--- config.mk ---
export PLATFORM = sky130hd
export DESIGN_NAME = dcr_unit
export DESIGN_NICKNAME = d
export VERILOG_FILES = /design/src/hdl/dcr_pkg.sv /design/src/hdl/dcr_unit.sv
export VERILOG_INCLUDE_DIRS = /design/src /design/src/hdl
export SDC_FILE = /design/constraint.sdc
export NUM_CORES = 1
export LEC_CHECK = 0
export ABC_AREA = 1
export ABC_CLOCK_PERIOD_IN_PS = 4230
export BUFFER_PORTS_ARGS = -buffer_cell sky130_fd_sc_hd__buf_2
export CORE_MARGIN = 2
export CORE_UTILIZATION = 45
export CTS_CLUSTER_SIZE = 25
export DETAILED_ROUTE_END_ITERATION = 10
export PLACE_DENSITY = 0.67
export SYNTH_ARGS = -nofsm -noshare
export SYNTH_HDL_FRONTEND = slang
export SYNTH_SLANG_ARGS = --single-unit
export TNS_END_PERCENT = 20
--- constraint.sdc ---
create_clock -name core_clk -period 4.23 [get_ports core_clk]
set_clock_uncertainty 0.15 [all_clocks]
set_input_delay 0.846 -clock core_clk [delete_from_list [all_inputs] [get_ports core_clk]]
set_output_delay 0.846 -clock core_clk [all_outputs]
set_load 0.02 [all_outputs]
--- src/hdl/dcr_consts.svh ---
// constants for the dual clock and reset unit
`ifndef DCR_CONSTS_SVH
`define DCR_CONSTS_SVH

// ----------------------------------------------------------------
// register map (byte offsets on the 2-bit register port)
// ----------------------------------------------------------------
`define DCR_OFS_CTRL        2'h0
`define DCR_OFS_DIVISOR     2'h1
`define DCR_OFS_STATUS      2'h2

// ----------------------------------------------------------------
// field positions and reset values
// ----------------------------------------------------------------
`define DCR_CTRL_SCLK_BIT   0
`define DCR_CTRL_POR_BIT    1
`define DCR_ST_MAIN_BIT     0
`define DCR_ST_SLOW_BIT     1
`define DCR_ST_OK_BIT       2
`define DCR_ST_SEL_BIT      3
`define DCR_DIV_RESET       8'hFF
`define DCR_BYTE_ZERO       8'h00

// ----------------------------------------------------------------
// start-up timers and slow clock divider
// ----------------------------------------------------------------
`define DCR_MAIN_PRESET     14'h3FFF
`define DCR_MAIN_ZERO       14'h0000
`define DCR_MAIN_ONE        14'h0001
`define DCR_SLOW_PRESET     6'h3F
`define DCR_SLOW_ZERO       6'h00
`define DCR_SLOW_ONE        6'h01
`define DCR_DIV_ZERO        8'h00
`define DCR_DIV_ONE         8'h01

`endif

--- src/hdl/dcr_pkg.sv ---
// types for the dual clock and reset unit
package dcr_pkg;

    // ----------------------------------------------------------------
    // system reset sequencer states
    // ----------------------------------------------------------------
    typedef enum logic [1:0] {
        DCR_POR_WAIT,
        DCR_EXT_HOLD,
        DCR_RUNNING
    } dcr_rst_state_t;

endpackage : dcr_pkg

--- src/hdl/dcr_unit.sv ---
// dual clock and reset unit: start-up timers, slow clock source, resets
`timescale 1ns/1ps
`include "dcr_consts.svh"

module dcr_unit
    import dcr_pkg::*;
#(
    parameter logic [13:0] START_PRESET = `DCR_MAIN_PRESET
) (
    input  wire logic       core_clk,
    input  wire logic       rst_n,
    input  wire logic       clk_en,
    input  wire logic       ext_reset_n_pin,
    input  wire logic       stop_main_osc_req,
    input  wire logic       stop_slow_osc_req,
    input  wire logic       slow_osc_pin,
    input  wire logic [1:0] reg_addr,
    input  wire logic [7:0] reg_wr_data,
    input  wire logic       reg_wr_stb,
    input  wire logic       reg_rd_stb,
    output logic      [7:0] reg_rd_data,
    output logic            main_osc_en,
    output logic            slow_osc_en,
    output logic            main_clk_good,
    output logic            slow_clk_good,
    output logic            slow_clock_ok_status,
    output logic            slow_clk,
    output logic            slow_src_is_osc,
    output logic            sys_reset_n
);

    // ----------------------------------------------------------------
    // pin synchronisers
    // ----------------------------------------------------------------
    logic ext_s1;
    logic ext_s2;
    logic osc_s1;
    logic osc_s2;
    logic osc_s3;

    always_ff @(posedge core_clk or negedge rst_n) begin
        if (!rst_n) begin
            ext_s1 <= 1'b1;
            ext_s2 <= 1'b1;
            osc_s1 <= 1'b0;
            osc_s2 <= 1'b0;
            osc_s3 <= 1'b0;
        end else if (clk_en) begin
            ext_s1 <= ext_reset_n_pin;
            ext_s2 <= ext_s1;
            osc_s1 <= slow_osc_pin;
            osc_s2 <= osc_s1;
            osc_s3 <= osc_s2;
        end
    end

    wire ext_low   = ~ext_s2;
    wire osc_rise  = osc_s2 & ~osc_s3;

    // ----------------------------------------------------------------
    // main oscillator start-up timer
    // ----------------------------------------------------------------
    // one step every second cycle: 3FFF steps span 32766 main cycles
    logic [13:0] main_cnt;
    logic        main_pace;
    wire         main_zero = (main_cnt == `DCR_MAIN_ZERO);

    always_ff @(posedge core_clk or negedge rst_n) begin
        if (!rst_n) begin
            main_cnt      <= START_PRESET;
            main_pace     <= 1'b0;
            main_osc_en   <= 1'b0;
            main_clk_good <= 1'b0;
        end else if (clk_en) begin
            main_osc_en <= ~stop_main_osc_req;
            if (stop_main_osc_req) begin
                main_cnt      <= START_PRESET;
                main_pace     <= 1'b0;
                main_clk_good <= 1'b0;
            end else begin
                main_pace <= ~main_pace;
                if (main_pace && !main_zero)
                    main_cnt <= main_cnt - `DCR_MAIN_ONE;
                if (main_pace && main_zero)
                    main_clk_good <= 1'b1;
            end
        end
    end

    // ----------------------------------------------------------------
    // slow oscillator start-up timer, paced by its own edges
    // ----------------------------------------------------------------
    logic [5:0] slow_cnt;
    wire        slow_zero = (slow_cnt == `DCR_SLOW_ZERO);

    always_ff @(posedge core_clk or negedge rst_n) begin
        if (!rst_n) begin
            slow_cnt      <= `DCR_SLOW_PRESET;
            slow_osc_en   <= 1'b0;
            slow_clk_good <= 1'b0;
        end else if (clk_en) begin
            slow_osc_en <= ~stop_slow_osc_req;
            if (stop_slow_osc_req) begin
                slow_cnt      <= `DCR_SLOW_PRESET;
                slow_clk_good <= 1'b0;
            end else begin
                if (osc_rise && !slow_zero)
                    slow_cnt <= slow_cnt - `DCR_SLOW_ONE;
                slow_clk_good <= slow_zero;
            end
        end
    end

    // ----------------------------------------------------------------
    // power-on and external reset sequencer
    // ----------------------------------------------------------------
    dcr_rst_state_t rst_state;
    dcr_rst_state_t next_rst_state;
    logic [13:0]    por_cnt;
    wire            por_zero = (por_cnt == `DCR_MAIN_ZERO);

    always_comb begin
        next_rst_state = rst_state;
        case (rst_state)
            DCR_POR_WAIT: begin
                if (por_zero)
                    next_rst_state = ext_low ? DCR_EXT_HOLD : DCR_RUNNING;
            end
            DCR_EXT_HOLD: begin
                if (!ext_low)
                    next_rst_state = DCR_RUNNING;
            end
            DCR_RUNNING: begin
                if (ext_low)
                    next_rst_state = DCR_EXT_HOLD;
            end
            default: next_rst_state = DCR_POR_WAIT;
        endcase
    end

    // the count starts only once the core clock runs after power-up
    always_ff @(posedge core_clk or negedge rst_n) begin
        if (!rst_n) begin
            rst_state   <= DCR_POR_WAIT;
            por_cnt     <= `DCR_MAIN_PRESET;
            sys_reset_n <= 1'b0;
        end else if (clk_en) begin
            rst_state   <= next_rst_state;
            sys_reset_n <= (next_rst_state == DCR_RUNNING);
            if (rst_state == DCR_POR_WAIT && !por_zero)
                por_cnt <= por_cnt - `DCR_MAIN_ONE;
        end
    end

    // ----------------------------------------------------------------
    // registers
    // ----------------------------------------------------------------
    logic       sclk_sel;
    logic       por_flag;
    logic [7:0] divisor;

    wire wr_ctrl = reg_wr_stb && (reg_addr == `DCR_OFS_CTRL);
    wire wr_div  = reg_wr_stb && (reg_addr == `DCR_OFS_DIVISOR);

    // control and divisor return to defaults on any system reset
    always_ff @(posedge core_clk or negedge rst_n) begin
        if (!rst_n) begin
            sclk_sel <= 1'b0;
            divisor  <= `DCR_DIV_RESET;
        end else if (clk_en) begin
            if (ext_low) begin
                sclk_sel <= 1'b0;
                divisor  <= `DCR_DIV_RESET;
            end else begin
                if (wr_ctrl)
                    sclk_sel <= reg_wr_data[`DCR_CTRL_SCLK_BIT];
                if (wr_div)
                    divisor <= reg_wr_data;
            end
        end
    end

    // only a true power-up sets the flag; external resets leave it
    always_ff @(posedge core_clk or negedge rst_n) begin
        if (!rst_n)
            por_flag <= 1'b1;
        else if (clk_en && wr_ctrl && !reg_wr_data[`DCR_CTRL_POR_BIT])
            por_flag <= 1'b0;
    end

    // ----------------------------------------------------------------
    // slow clock source and divider
    // ----------------------------------------------------------------
    logic       sel_eff;
    logic [7:0] div_cnt;
    logic       div_clk;
    wire        div_wrap = (div_cnt >= divisor);

    // divisor is software's to keep at or under 100 kHz output
    always_ff @(posedge core_clk or negedge rst_n) begin
        if (!rst_n) begin
            sel_eff              <= 1'b0;
            div_cnt              <= `DCR_DIV_ZERO;
            div_clk              <= 1'b0;
            slow_clk             <= 1'b0;
            slow_src_is_osc      <= 1'b0;
            slow_clock_ok_status <= 1'b0;
        end else if (clk_en) begin
            sel_eff         <= sclk_sel & slow_clk_good;
            slow_src_is_osc <= sel_eff;
            if (sel_eff) begin
                div_cnt <= `DCR_DIV_ZERO;
                div_clk <= 1'b0;
            end else if (div_wrap) begin
                div_cnt <= `DCR_DIV_ZERO;
                div_clk <= ~div_clk;
            end else begin
                div_cnt <= div_cnt + `DCR_DIV_ONE;
            end
            slow_clk <= sel_eff ? osc_s2 : div_clk;
            slow_clock_ok_status <= sel_eff ? slow_clk_good : main_clk_good;
        end
    end

    // ----------------------------------------------------------------
    // read port
    // ----------------------------------------------------------------
    wire [7:0] ctrl_view = {6'h00, por_flag, sclk_sel};
    wire [7:0] stat_view = {4'h0, sel_eff, slow_clock_ok_status,
                            slow_clk_good, main_clk_good};
    wire [7:0] rd_mux    = (reg_addr == `DCR_OFS_CTRL)    ? ctrl_view :
                           (reg_addr == `DCR_OFS_DIVISOR) ? divisor   :
                           (reg_addr == `DCR_OFS_STATUS)  ? stat_view :
                                                            `DCR_BYTE_ZERO;

    always_ff @(posedge core_clk or negedge rst_n) begin
        if (!rst_n)
            reg_rd_data <= `DCR_BYTE_ZERO;
        else if (clk_en)
            reg_rd_data <= reg_rd_stb ? rd_mux : `DCR_BYTE_ZERO;
    end
endmodule : dcr_unit

# Word-level counts from Yosys, hierarchy flattened
# Index checks and enable logic that the tools add are counted.
[totals] out_inout_bits=16 reg_bits=78 inputBits=19
[op_classes] muxes=27 magnitude_cmp=1 n_reduce_logical=28 n_addsub=4 n_bitwise=7 n_eq_ne=7
[op_table] op="$mux 8" count=7
[op_table] op="$logic_not 14->1" count=2
[op_table] op="$mux 14" count=2
[op_table] op="$sub 14x1->14 const B" count=2
[op_table] op="$reduce_and 2->1" count=7
[op_table] op="$mux 6" count=2
[op_table] op="$mux 1" count=10
[op_table] op="$add 8x1->8 const B" count=1
[op_table] op="$ge 8x8->1" count=1
[op_table] op="$logic_and 1x1->1" count=8
[op_table] op="$mux 2" count=4
[op_table] op="$reduce_bool 2->1" count=4
[op_table] op="$eq 2x2->1 const B" count=3
[op_table] op="$logic_not 6->1" count=1
[op_table] op="$pmux 2 s3" count=1
[op_table] op="$sub 6x1->6 const B" count=1
[op_table] op="$not 1->1" count=5
[op_table] op="$eq 2x1->1 const B" count=2
[op_table] op="$logic_not 1->1" count=4
[op_table] op="$logic_not 2->1" count=2
[op_table] op="$mux 4" count=1
[op_table] op="$ne 2x1->1 const B" count=2
[op_table] op="$and 1x1->1" count=2

# Depth between registers and ports, before layout
# Gate-level depths: netlist (run 1).
[depth] word_depth=5 ltp_mapped=12 ltp_nobuf=12

# Worst setup path before layout (run 1)
# Ideal clock, no wire load.
[synth_path] path_kind="input -> register" start="input port reg_addr[1]" end="register divisor[6]" path_slack_ns=2.415 required_time_ns=4.007 path_stages=7 arrival_time_ns=1.592 path_buffers=1 setup_ns=0.073 path_cell_list="inv_1 -> nand2_1 -> nor2_1 -> o21ai_2 -> buf_2 -> nor3_1 -> a21oi_1"
[synth_via] elab_chain_len=4
[synth_rtl] item="start, declared" line="dcr_unit.sv:17" text="input wire logic [1:0] reg_addr,"
[synth_rtl] item="$eq 2x1->1 (no line)"
[synth_rtl] item="$logic_and 1x1->1" line="dcr_unit.sv:163" text="wire wr_div = reg_wr_stb && (reg_addr == `DCR_OFS_DIVISOR);"
[synth_rtl] item="$ne 2x1->1 (no line)"
[synth_rtl] item="$reduce_and 2->1 (no line)"
[synth_rtl] item="end signal, assigned" line="dcr_unit.sv:169" text="divisor <= `DCR_DIV_RESET;"
[synth_rtl] item="end signal, assigned" line="dcr_unit.sv:173" text="divisor <= `DCR_DIV_RESET;"
[synth_rtl] item="end signal, assigned" line="dcr_unit.sv:178" text="divisor <= reg_wr_data;"
[synth_rtl] item="end, declared" line="dcr_unit.sv:160" text="logic [7:0] divisor;"
# Every way passes these cells.
# A chain may end at the register's enable or synchronous reset.

# Worst setup path after layout (run 1)
[layout_path] start="input port clk_en" end="register slow_cnt[1]"
[layout_via] elab_chain_len=1
[layout_rtl] item="start, declared" line="dcr_unit.sv:12" text="input wire logic clk_en,"
[layout_rtl] item="$reduce_and 2->1 (no line)"
[layout_rtl] item="end signal, assigned" line="dcr_unit.sv:98" text="slow_cnt <= `DCR_SLOW_PRESET;"
[layout_rtl] item="end signal, assigned" line="dcr_unit.sv:104" text="slow_cnt <= `DCR_SLOW_PRESET;"
[layout_rtl] item="end signal, assigned" line="dcr_unit.sv:108" text="slow_cnt <= slow_cnt - `DCR_SLOW_ONE;"
[layout_rtl] item="end, declared" line="dcr_unit.sv:93" text="logic [5:0] slow_cnt;"
# Every way passes these cells.

==> results of run 1 <==
## power breakdown
part	internal (W)	switching (W)
Clock	0.000272	0.000278
Sequential	0.00102	0.000172
Combinational	0.000297	0.000511
## worst register-to-register path, delay by kind of cell, from the launching register on
family | cells | cell delay, ps
DFF | 1 | 520
and+or+nand+nor | 6 | 510
adders and majority gates | 1 | 300
buffers and inverters | 3 | 330
## area by class of cell
type                    instances  area share
flip-flops and latches         78       0.422
clock buffers                  10      0.0268
multi-input cells             391       0.415
clock inverters                 6      0.0134
inverters                      67      0.0528
well taps                     129      0.0339
repair buffers                 34      0.0363
## how the worst max path moves through the flow
stage / start / to / slack, ps / depth (start not counted)
5_1_grt: clk_en / slow_cnt[0] / 2000 / 6
3_3_place_gp: clk_en / slow_cnt[1] / 1890 / 6
2_1_floorplan: reg_addr[1] / divisor[6] / 2410 / 7
3_5_place_dp: clk_en / slow_cnt[1] / 1840 / 6
6_report: clk_en / slow_cnt[1] / 2190 / 6
4_1_cts: clk_en / main_cnt[6] / 2200 / 7
## cell families after synthesis
logic type / synth area share
adders and majority gates: 0.0437
DFF: 0.467
AOI/OAI and AO/OA: 0.0824
buffers and inverters: 0.0731
and+or+nand+nor: 0.297
xor gates and xnor gates: 0.0367
## per-layer routing
metal / part of all wire / track usage
met1: 0.49 / 0.258
met2: 0.47 / 0.294
met3: 0.029 / 0.0297
met4: 0.014 / 0.0696
met5: 0 / 0
## cell usage after synthesis
| cell | n | share of area |
|---|---|---|
| inv_2 | 3 | 0.0026 |
| nand4_1 | 7 | 0.010 |
| and3_1 | 1 | 0.0015 |
| nand2_2 | 2 | 0.0029 |
| nor2_4 | 3 | 0.0079 |
| clkbuf_1 | 4 | 0.0035 |
| xnor2_1 | 8 | 0.016 |
| a31oi_1 | 1 | 0.0015 |
| inv_1 | 64 | 0.056 |
| o21ai_1 | 6 | 0.0070 |
| nand3_2 | 1 | 0.0023 |
| nand3_4 | 1 | 0.0041 |
| ha_1 | 15 | 0.044 |
| nor2_2 | 3 | 0.0044 |
| nor2_1 | 60 | 0.052 |
| or2_2 | 2 | 0.0029 |
| buf_2 | 2 | 0.0023 |
| o21ai_0 | 32 | 0.037 |
| nand2_4 | 3 | 0.0079 |
| o21a_1 | 1 | 0.0017 |
| a21oi_1 | 13 | 0.015 |
| buf_4 | 2 | 0.0035 |
| nand3_1 | 43 | 0.050 |
| dfrtp_1 | 33 | 0.19 |
| buf_6 | 2 | 0.0052 |
| dfstp_2 | 45 | 0.28 |
| o21ai_2 | 8 | 0.016 |
| o211ai_1 | 2 | 0.0035 |
| nor3_1 | 10 | 0.012 |
| xor2_1 | 10 | 0.020 |
| nand2_1 | 159 | 0.14 |
## flip-flops by register name, indices dropped and copies added (netlist names), 2 cells and up
signal / count
rst_state: 2
div_cnt: 8
por_cnt: 14
divisor: 8
slow_cnt: 6
main_cnt: 14
reg_rd_data: 8
## per-stage QoR
step           power [W]  instances  setup WS (ps)  hold WS [ps]
2_1_floorplan    0.00182        546           2410           292
3_3_place_gp     0.00199        699           1890           308
3_5_place_dp     0.00202        699           1840           308
4_1_cts          0.00258        715           2200           320
5_1_grt          0.00278        715           2000           337
6_report         0.00255        715           2190           315
==> metrics.md, run 1 <==
| Metric | Value |
|---|---|
| Status | finished clean |
| Setup TNS | 0 ps |
| Final Hold Fails | 0 |
| RR Startpoint | divisor[7] |
| Crit path kind | input pin to register |
| Delay of the slowest critical-path stage | 460 ps |
| Top delay family on crit path | buffers and inverters |
| Register area share after synthesis | 0.467 |
| Worst-path clk slew | 80 ps |
| CP bufs+invs | 2 |
| Most frequent CP cell | nor2_1 |
| Commonest non-fill, non-tap cells in the layout | 159 x nand2_1, 64 x inv_1, 60 x nor2_1, 45 x dfstp_2, 43 x nand3_1 |
| CP Launch Type | input pin |
| Pwr dens | 536 nW/um2 |
| Synth Warn # | 0 |
| Worst slew pin tran | 968 ps |
| Post-synth design cell area | 4300 um2 |
| Max-slew headroom | 0.355 |
| Die ar. | 10,300 um2 |
| Routed WL per cell | 12.1 um |
| # IOs | 35 |
| Setup slack, reg-to-reg | 2320 ps |
| # rows | 35 |
| Final Cell Area | 4760 um2 |
| Worst setup EP type | register |
| GPL Wtd Cong | 0.791 |
| Register area | 2010 um2 |
| Clk_lat worst skew | 340 ps |
| Initial antenna violation count | 0 |
| H-tree depth | 3 |
| Commonest non-fill, non-tap cell in the layout | nand2_1 |
| Root buf cell | clkbuf_8 |
| TritonRoute pass-1 iters | 4 |
| Die X | 102 um |
| Post CTS Setup Buffer Count | 0 |
| GRT Total Usage | 0.186 |
| Multi-input logic area | 1980 um2 |
| CP Data Arrival Time | 2150 ps |
| RSZ-0062 raised after global routing | no |
| Reg2reg end | div_cnt[3] |
| Routed Antenna Nets | 0 |
| Final Setup Violations | 0 |
| N_diodes | 0 |
| Seq cells post-synth | 78 |
| Distinct cells, synth | 31 |
| Pin count of the biggest net entering global routing | 79 |
| Crit path cell chain | buf_2 > inv_2 > nor2_1 > nand4_1 > nor2_1 > a21oi_1 |
| Sink count of the clock tree | 78 |
| Vias/cell | 4.88 |
| Area grow syn2layout | 10.8% |
| Fin. max-slew vios | 0 |
| Post-cts resize count | 0 |
| CTS tree | yes |
| Hold path startpoint | ext_s1 |
| Port bufs | 34 |
| Leakage power | 2.40 nW |
| Remaining DRCs | 0 |
| First-pass GRT wire length | 15,300 um |
| Gr ovfl total | 0 |
| Period utilization | 0.483 |
| Core footprint | 9240 um2 |
| Mapped Nets | 580 |
| Clock Path Buffers | 2 |
| Filler cells | 901 |
| HP Class | register to register |
| Reg2Reg Depth | 10 |
| DIE HEIGHT | 102 um |
| Effective utilization at floorplan | 0.465 |
| Required @ worst endpoint | 4340 ps |
| Placed cell area | 4570 um2 |
| Post-Synthesis Cells | 546 |
| Via count | 3,489 |
| # hold bufs at CTS | 0 |
| Layout cell share with drive strength beyond 1 | 0.205 |
| Hold path endpoint | ext_s1 |
| Final core utilization | 0.515 |
| Nets | 615 |
| Final Critical Period | 2040 ps |
| Synthesized area per cell | 7.87 um2 |
| Wirelength, routed | 8670 um |
| Worst-path maximum fanout | 30 |
| Worst hold stages | 2 |
| Peak supply drop | 0.196 mV |
| Vias in the first global route | 3,318 |
| CP max-delay cell | buf_2 |
| Peak Freq | 489 MHz |
| Max-Cap Viols | 0 |
| Post-DP HPWL | 6160 um |
| Total CTS buffers | 9 |
| Initial DRC count | 144 |
Power figures use the tool's default switching activity.
==> run 2, diff against run 1 <==
- ABC_CLOCK_PERIOD_IN_PS: 4230 -> 2000
- clock period: 4.23 -> 2 ns (I/O delays scaled with it)
==> metrics.md, run 2 (same netlist as run 1, synthesis figures left out) <==
| Metric | Value |
|---|---|
| Period utilization | 0.930 |
| Placed cell count | 706 |
| Reg2Reg Depth | 11 |
| Crit path kind | register to register |
| Max layer used | met4 |
| CTS tree | yes |
| Wire length on met3 | 319 um |
| GRT Total Usage | 0.197 |
| Register area | 2010 um2 |
| CP Data Arrival Time | 2000 ps |
| Peak Freq | 537 MHz |
| Leakage power | 2.45 nW |
| Placed cell area | 4650 um2 |
| Nets | 623 |
| GPL Wtd Cong | 0.839 |
| Worst setup EP type | register |
| Final Critical Period | 1860 ps |
| Final core utilization | 0.526 |
| Setup TNS | 0 ps |
| Via count | 3,565 |
| RR Startpoint | divisor[7] |
| # IOs | 35 |
| Post-DP HPWL | 6770 um |
| RSZ-0062 raised after global routing | no |
| HP Class | input pin to register |
| Final Hold Fails | 0 |
| Final Cell Area | 4860 um2 |
| Worst-path clk slew | 80 ps |
| Seq pwr share | 0.461 |
| Routed Antenna Nets | 0 |
| Fin. max-slew vios | 0 |
| Top flop regs | main_cnt x14, por_cnt x14 |
| Net Switching | 0.00208 W |
| Root buf cell | clkbuf_8 |
| CP Launch Type | register |
| N_diodes | 0 |
| DRT met1 WL | 4380 um |
| Pin count of the biggest net entering global routing | 29 |
| Die X | 102 um |
| Port bufs | 34 |
| DIE HEIGHT | 102 um |
| Filler cells | 885 |
| Pwr dens | 1130 nW/um2 |
| Total CTS buffers | 9 |
| WL met2 | 4270 um |
| Core footprint | 9240 um2 |
| Layout cell share with drive strength beyond 1 | 0.217 |
| Max-Cap Viols | 0 |
| Clk_lat worst skew | 360 ps |
| Effective utilization at floorplan | 0.465 |
| Status | finished clean |
| Initial antenna violation count | 0 |
| Setup slack, reg-to-reg | 140 ps |
| Gate power share | 0.318 |
| Internal power | 0.00342 W |
| Hold path endpoint | ext_s1 |
| Area grow syn2layout | 13.1% |
| Clk pwr share | 0.221 |
| Initial DRC count | 135 |
| Hold path startpoint | ext_reset_n_pin |
| TritonRoute pass-1 iters | 4 |
| Worst hold stages | 3 |
| Peak supply drop | 0.509 mV |
| Wirelength, routed | 9120 um |
| Net Sw Frac | 0.379 |
| Final Setup Violations | 0 |
| Sink count of the clock tree | 78 |
| Reg2reg end | div_cnt[3] |
| Non-Filler Instances | 723 |
| Commonest non-fill, non-tap cells in the layout | 158 x nand2_1, 63 x inv_1, 60 x nor2_1, 45 x dfstp_2, 43 x nand3_1 |
| Commonest non-fill, non-tap cell in the layout | nand2_1 |
| Required @ worst endpoint | 2140 ps |
| Die ar. | 10,300 um2 |
| H-tree depth | 3 |
| Vias in the first global route | 3,470 |
| First-pass GRT wire length | 16,000 um |
| Worst slew pin tran | 409 ps |
| Gr ovfl total | 0 |
| Worst-path maximum fanout | 6 |
| Vias/cell | 4.93 |
| Max-slew headroom | 0.727 |
| Clock Path Buffers | 2 |
| Remaining DRCs | 0 |
| # rows | 35 |
| Multi-input logic area | 1980 um2 |
| Routed WL per cell | 12.6 um |
## run 2: critical path, stage by stage (launching register included)
cell	delay (ps)
dfstp_2	520
inv_1	60
ha_1	310
nand2_1	80
inv_1	60
nand2_1	60
nand3_1	60
nor2_1	130
nand2_1	120
nand2_2	90
inv_2	60
nor2_1	90
## run 2: stage by stage
| stage | hold WS (ps) | setup slack, ps | total power (W) |
|---|---|---|---|
| 4_1_cts | 84.3 | 121 | 0.00555 |
| 5_1_grt | 110 | 19.4 | 0.00596 |
| 2_1_floorplan | -45.6 | 317 | 0.00386 |
| 3_5_place_dp | 217 | 142 | 0.00432 |
| 6_report | 93.4 | 140 | 0.00551 |
| 3_3_place_gp | 215 | 217 | 0.00422 |
## run 2: layout make-up
type	count	share of cell area
Clock buffer	11	0.0291
Timing Repair Buffer	42	0.0535
Inverter	67	0.0522
Sequential cell	78	0.413
Clock inverter	5	0.0121
Tap cell	129	0.0332
Multi-Input combinational cell	391	0.407
## run 2: what timing repair did
item	4_1_cts	5_1_grt
hold buffers	1	0
buffers inserted	0	0
resized for setup	0	3
endpoints found under the setup margin	0	12
endpoints found under the hold margin	15	0
## run 2: per-layer routing
metal  global-route usage  vias to the layer above
met2                0.320                       61
li1                     -                     1818
met1                0.268                     1675
met4               0.0748                        0
met5                    0                        -
met3               0.0283                       11
## run 2: worst max-delay path by stage
stage               startpoint          to  slack [ps]  cells past startpoint
finish              divisor[7]  div_cnt[3]         140                     11
global route        divisor[7]  div_cnt[3]          20                     11
CTS                 divisor[7]  div_cnt[3]         120                     10
detailed placement  divisor[7]  div_cnt[2]         140                     10
global placement    divisor[7]  div_cnt[7]         220                     10
floorplan           divisor[7]  div_cnt[2]         320                     10
## run 2: power groups by stage
| stage | sequential [W] | combinational, W | clock [W] |
|---|---|---|---|
| 2_1_floorplan | 0.00249 | 0.00137 | 0 |
| 3_3_place_gp | 0.00255 | 0.00168 | 0 |
| 3_5_place_dp | 0.00256 | 0.00176 | 0 |
| 4_1_cts | 0.00254 | 0.00176 | 0.00125 |
| 5_1_grt | 0.00260 | 0.00205 | 0.00131 |
| 6_report | 0.00254 | 0.00175 | 0.00122 |
==> run 3, diff against run 2 <==
- ABC_AREA: 1 -> unset
- CORE_UTILIZATION: 45 -> 40
- PLACE_DENSITY: 0.67 -> 0.61
==> metrics.md, run 3 <==
| Metric | Value |
|---|---|
| DIE HEIGHT | 103 um |
| Placed cell count | 601 |
| Post-Synthesis Cells | 378 |
| N_diodes | 0 |
| Placement-stage worst setup slack | -181 ps |
| Synth top area share | 0.299 |
| GRT Total Usage | 0.176 |
| WL met2 | 4440 um |
| Area grow syn2layout | 36.1% |
| Total power | 0.00393 W |
| Crit path kind | register to register |
| RSZ-0062 raised after global routing | yes |
| H-tree depth | 3 |
| Post-synth design cell area | 3950 um2 |
| Filler cells | 823 |
| CP max-delay cell | or4_4 |
| # rows | 36 |
| Hold path startpoint | reg_wr_data[7] |
| Worst Setup SP | por_cnt[0] |
| Post-synth top area cell | dfstp_2 |
| Pin count of the biggest net entering global routing | 35 |
| Worst-path clk slew | 80 ps |
| Post-synth top cells | 45 x dfstp_2, 33 x dfrtp_1, 31 x nor2_1 |
| Gr ovfl total | 0 |
| Effective utilization at floorplan | 0.408 |
| Peak Freq | 463 MHz |
| Max-Cap Viols | 0 |
| Die ar. | 10,700 um2 |
| Setup TNS | -1350 ps |
| Failing checks | negative setup slack |
| Synthesized area per cell | 10.4 um2 |
| GPL Wtd Cong | 0.849 |
| Remaining DRCs | 0 |
| Top-count cell post-synth | dfstp_2 |
| CP Data Arrival Time | 2290 ps |
| RR Startpoint | por_cnt[0] |
| Worst setup EP type | register |
| Leakage power | 2.46 nW |
| Root buf cell | clkbuf_8 |
| Synth Warn # | 0 |
| Period utilization | 1.08 |
| CTS tree | yes |
| Nets | 518 |
| Commonest non-fill, non-tap cell in the layout | buf_4 |
| Wirelength, routed | 8940 um |
| Vias in the first global route | 3,130 |
| Via count | 3,177 |
| Top flop regs | main_cnt x14, por_cnt x14 |
| Max-slew headroom | 0.704 |
| Status | finished with violations |
| Peak supply drop | 0.277 mV |
| Routed WL per cell | 14.4 um |
| Top_reg_cell synth | dfstp_2 |
| Required @ worst endpoint | 2130 ps |
| Non-Filler Instances | 622 |
| Port bufs | 34 |
| Distinct cells, synth | 59 |
| HP Class | input pin to register |
| Layout cell share with drive strength beyond 1 | 0.481 |
| Sink count of the clock tree | 78 |
| Die X | 103 um |
| Seq cells post-synth | 78 |
| Clk_lat worst skew | 350 ps |
| Worst slew pin tran | 445 ps |
| Final Critical Period | 2160 ps |
| First-pass GRT wire length | 14,600 um |
| Mapped Nets | 412 |
| Total CTS buffers | 9 |
| Async SR Flop Fraction | 1.00 |
| EDFF count, synth | 0 |
| DRT met1 WL | 4030 um |
| Register area share after synthesis | 0.508 |
| Final worst slack | -160 ps |
| Crit path cell chain | inv_2 > ha_4 > or4b_4 > or4_4 > or2b_4 > xnor2_2 |
| Wire length on met3 | 295 um |
| Vias/cell | 5.11 |
| Final Setup Violations | 16 |
| TritonRoute pass-1 iters | 4 |
| Initial antenna violation count | 0 |
| Initial DRC count | 127 |
| # IOs | 35 |
| Clock Path Buffers | 2 |
| Final Hold Fails | 0 |
| Delay of the slowest critical-path stage | 540 ps |
| Fin. max-slew vios | 0 |
| Synth area leaders | dfstp_2 30%, dfrtp_1 21%, ha_1 4.8% |
| Core footprint | 9680 um2 |
| CP Launch Type | register |
| Routed Antenna Nets | 0 |
| Worst hold slack | 107 ps |
| Commonest non-fill, non-tap cells in the layout | 67 x buf_4, 45 x dfstp_2, 33 x dfrtp_1, 33 x buf_2, 27 x nor2_1 |
| Pwr dens | 731 nW/um2 |
| Worst-path maximum fanout | 4 |
| Post-DP HPWL | 6310 um |
| Max layer used | met4 |
-- run 3: stage by stage --
step,area (um2),utilization
after global placement,4770,0.493
final,5380,0.555
after floorplan,3960,-
after CTS,5150,0.532
after detailed placement,4770,0.493
after global routing,5380,0.555
-- run 3: repair_timing --
item | CTS | global route
pin swaps | 14 | 19
gates cloned | 0 | 0
resized for setup | 32 | 40
hold buffers | 1 | 0
endpoints found under the setup margin | 39 | 42
buffers inserted | 2 | 2
endpoints found under the hold margin | 7 | 0
-- run 3: layout make-up --
class | instances | area (um2) | area share
sequential | 78 | 2010 | 0.374
multi-input combinational | 260 | 2130 | 0.397
clock inverter | 5 | 83.8 | 0.0156
timing repair buffer | 106 | 743 | 0.138
clock buffer | 11 | 131 | 0.0244
tap | 133 | 166 | 0.0310
inverter | 29 | 109 | 0.0203
-- run 3: per-layer routing --
layer,global-route usage,vias up
li1,-,1560
met1,0.223,1545
met2,0.292,53
met3,0.0450,19
met4,0.0648,0
met5,0,-
-- run 3: cell families after synthesis --
| logic type | after synthesis | synth area share |
|---|---|---|
| xor+xnor | 25 | 0.0554 |
| compound gates | 69 | 0.125 |
| buf+inv | 40 | 0.0386 |
| simple gates | 139 | 0.192 |
| mux | 12 | 0.0326 |
| flops | 78 | 0.508 |
| fa+ha+maj | 15 | 0.0475 |
-- run 3: path summary, 6_finish.rpt --
| check | to | slack (ps) | cells after the start |
|---|---|---|---|
| min in group asynchronous | sys_reset_n | 390 | 2 |
| hold / removal | divisor[7] | 110 | 2 |
| hold reg to reg | por_flag | 310 | 1 |
| setup reg to reg | por_cnt[0] | -160 | 6 |
| max in group asynchronous | divisor[0] | 700 | 3 |
| setup / recovery | por_cnt[0] | -160 | 6 |
-- run 3: where the power goes --
part | switching (W) | internal [W] | total, W
clock network | 0.000586 | 0.000706 | 0.00129
registers | 0.000138 | 0.00175 | 0.00188
logic | 0.000384 | 0.000371 | 0.000755
-- run 3: worst max-delay path: cells and delay by family, from the launching register on --
family	cells	cell delay [ps]
DFF	1	380
xor gates and xnor gates	1	110
adders and majority gates	1	120
buffers and inverters	1	70
and+or+nand+nor	3	1260
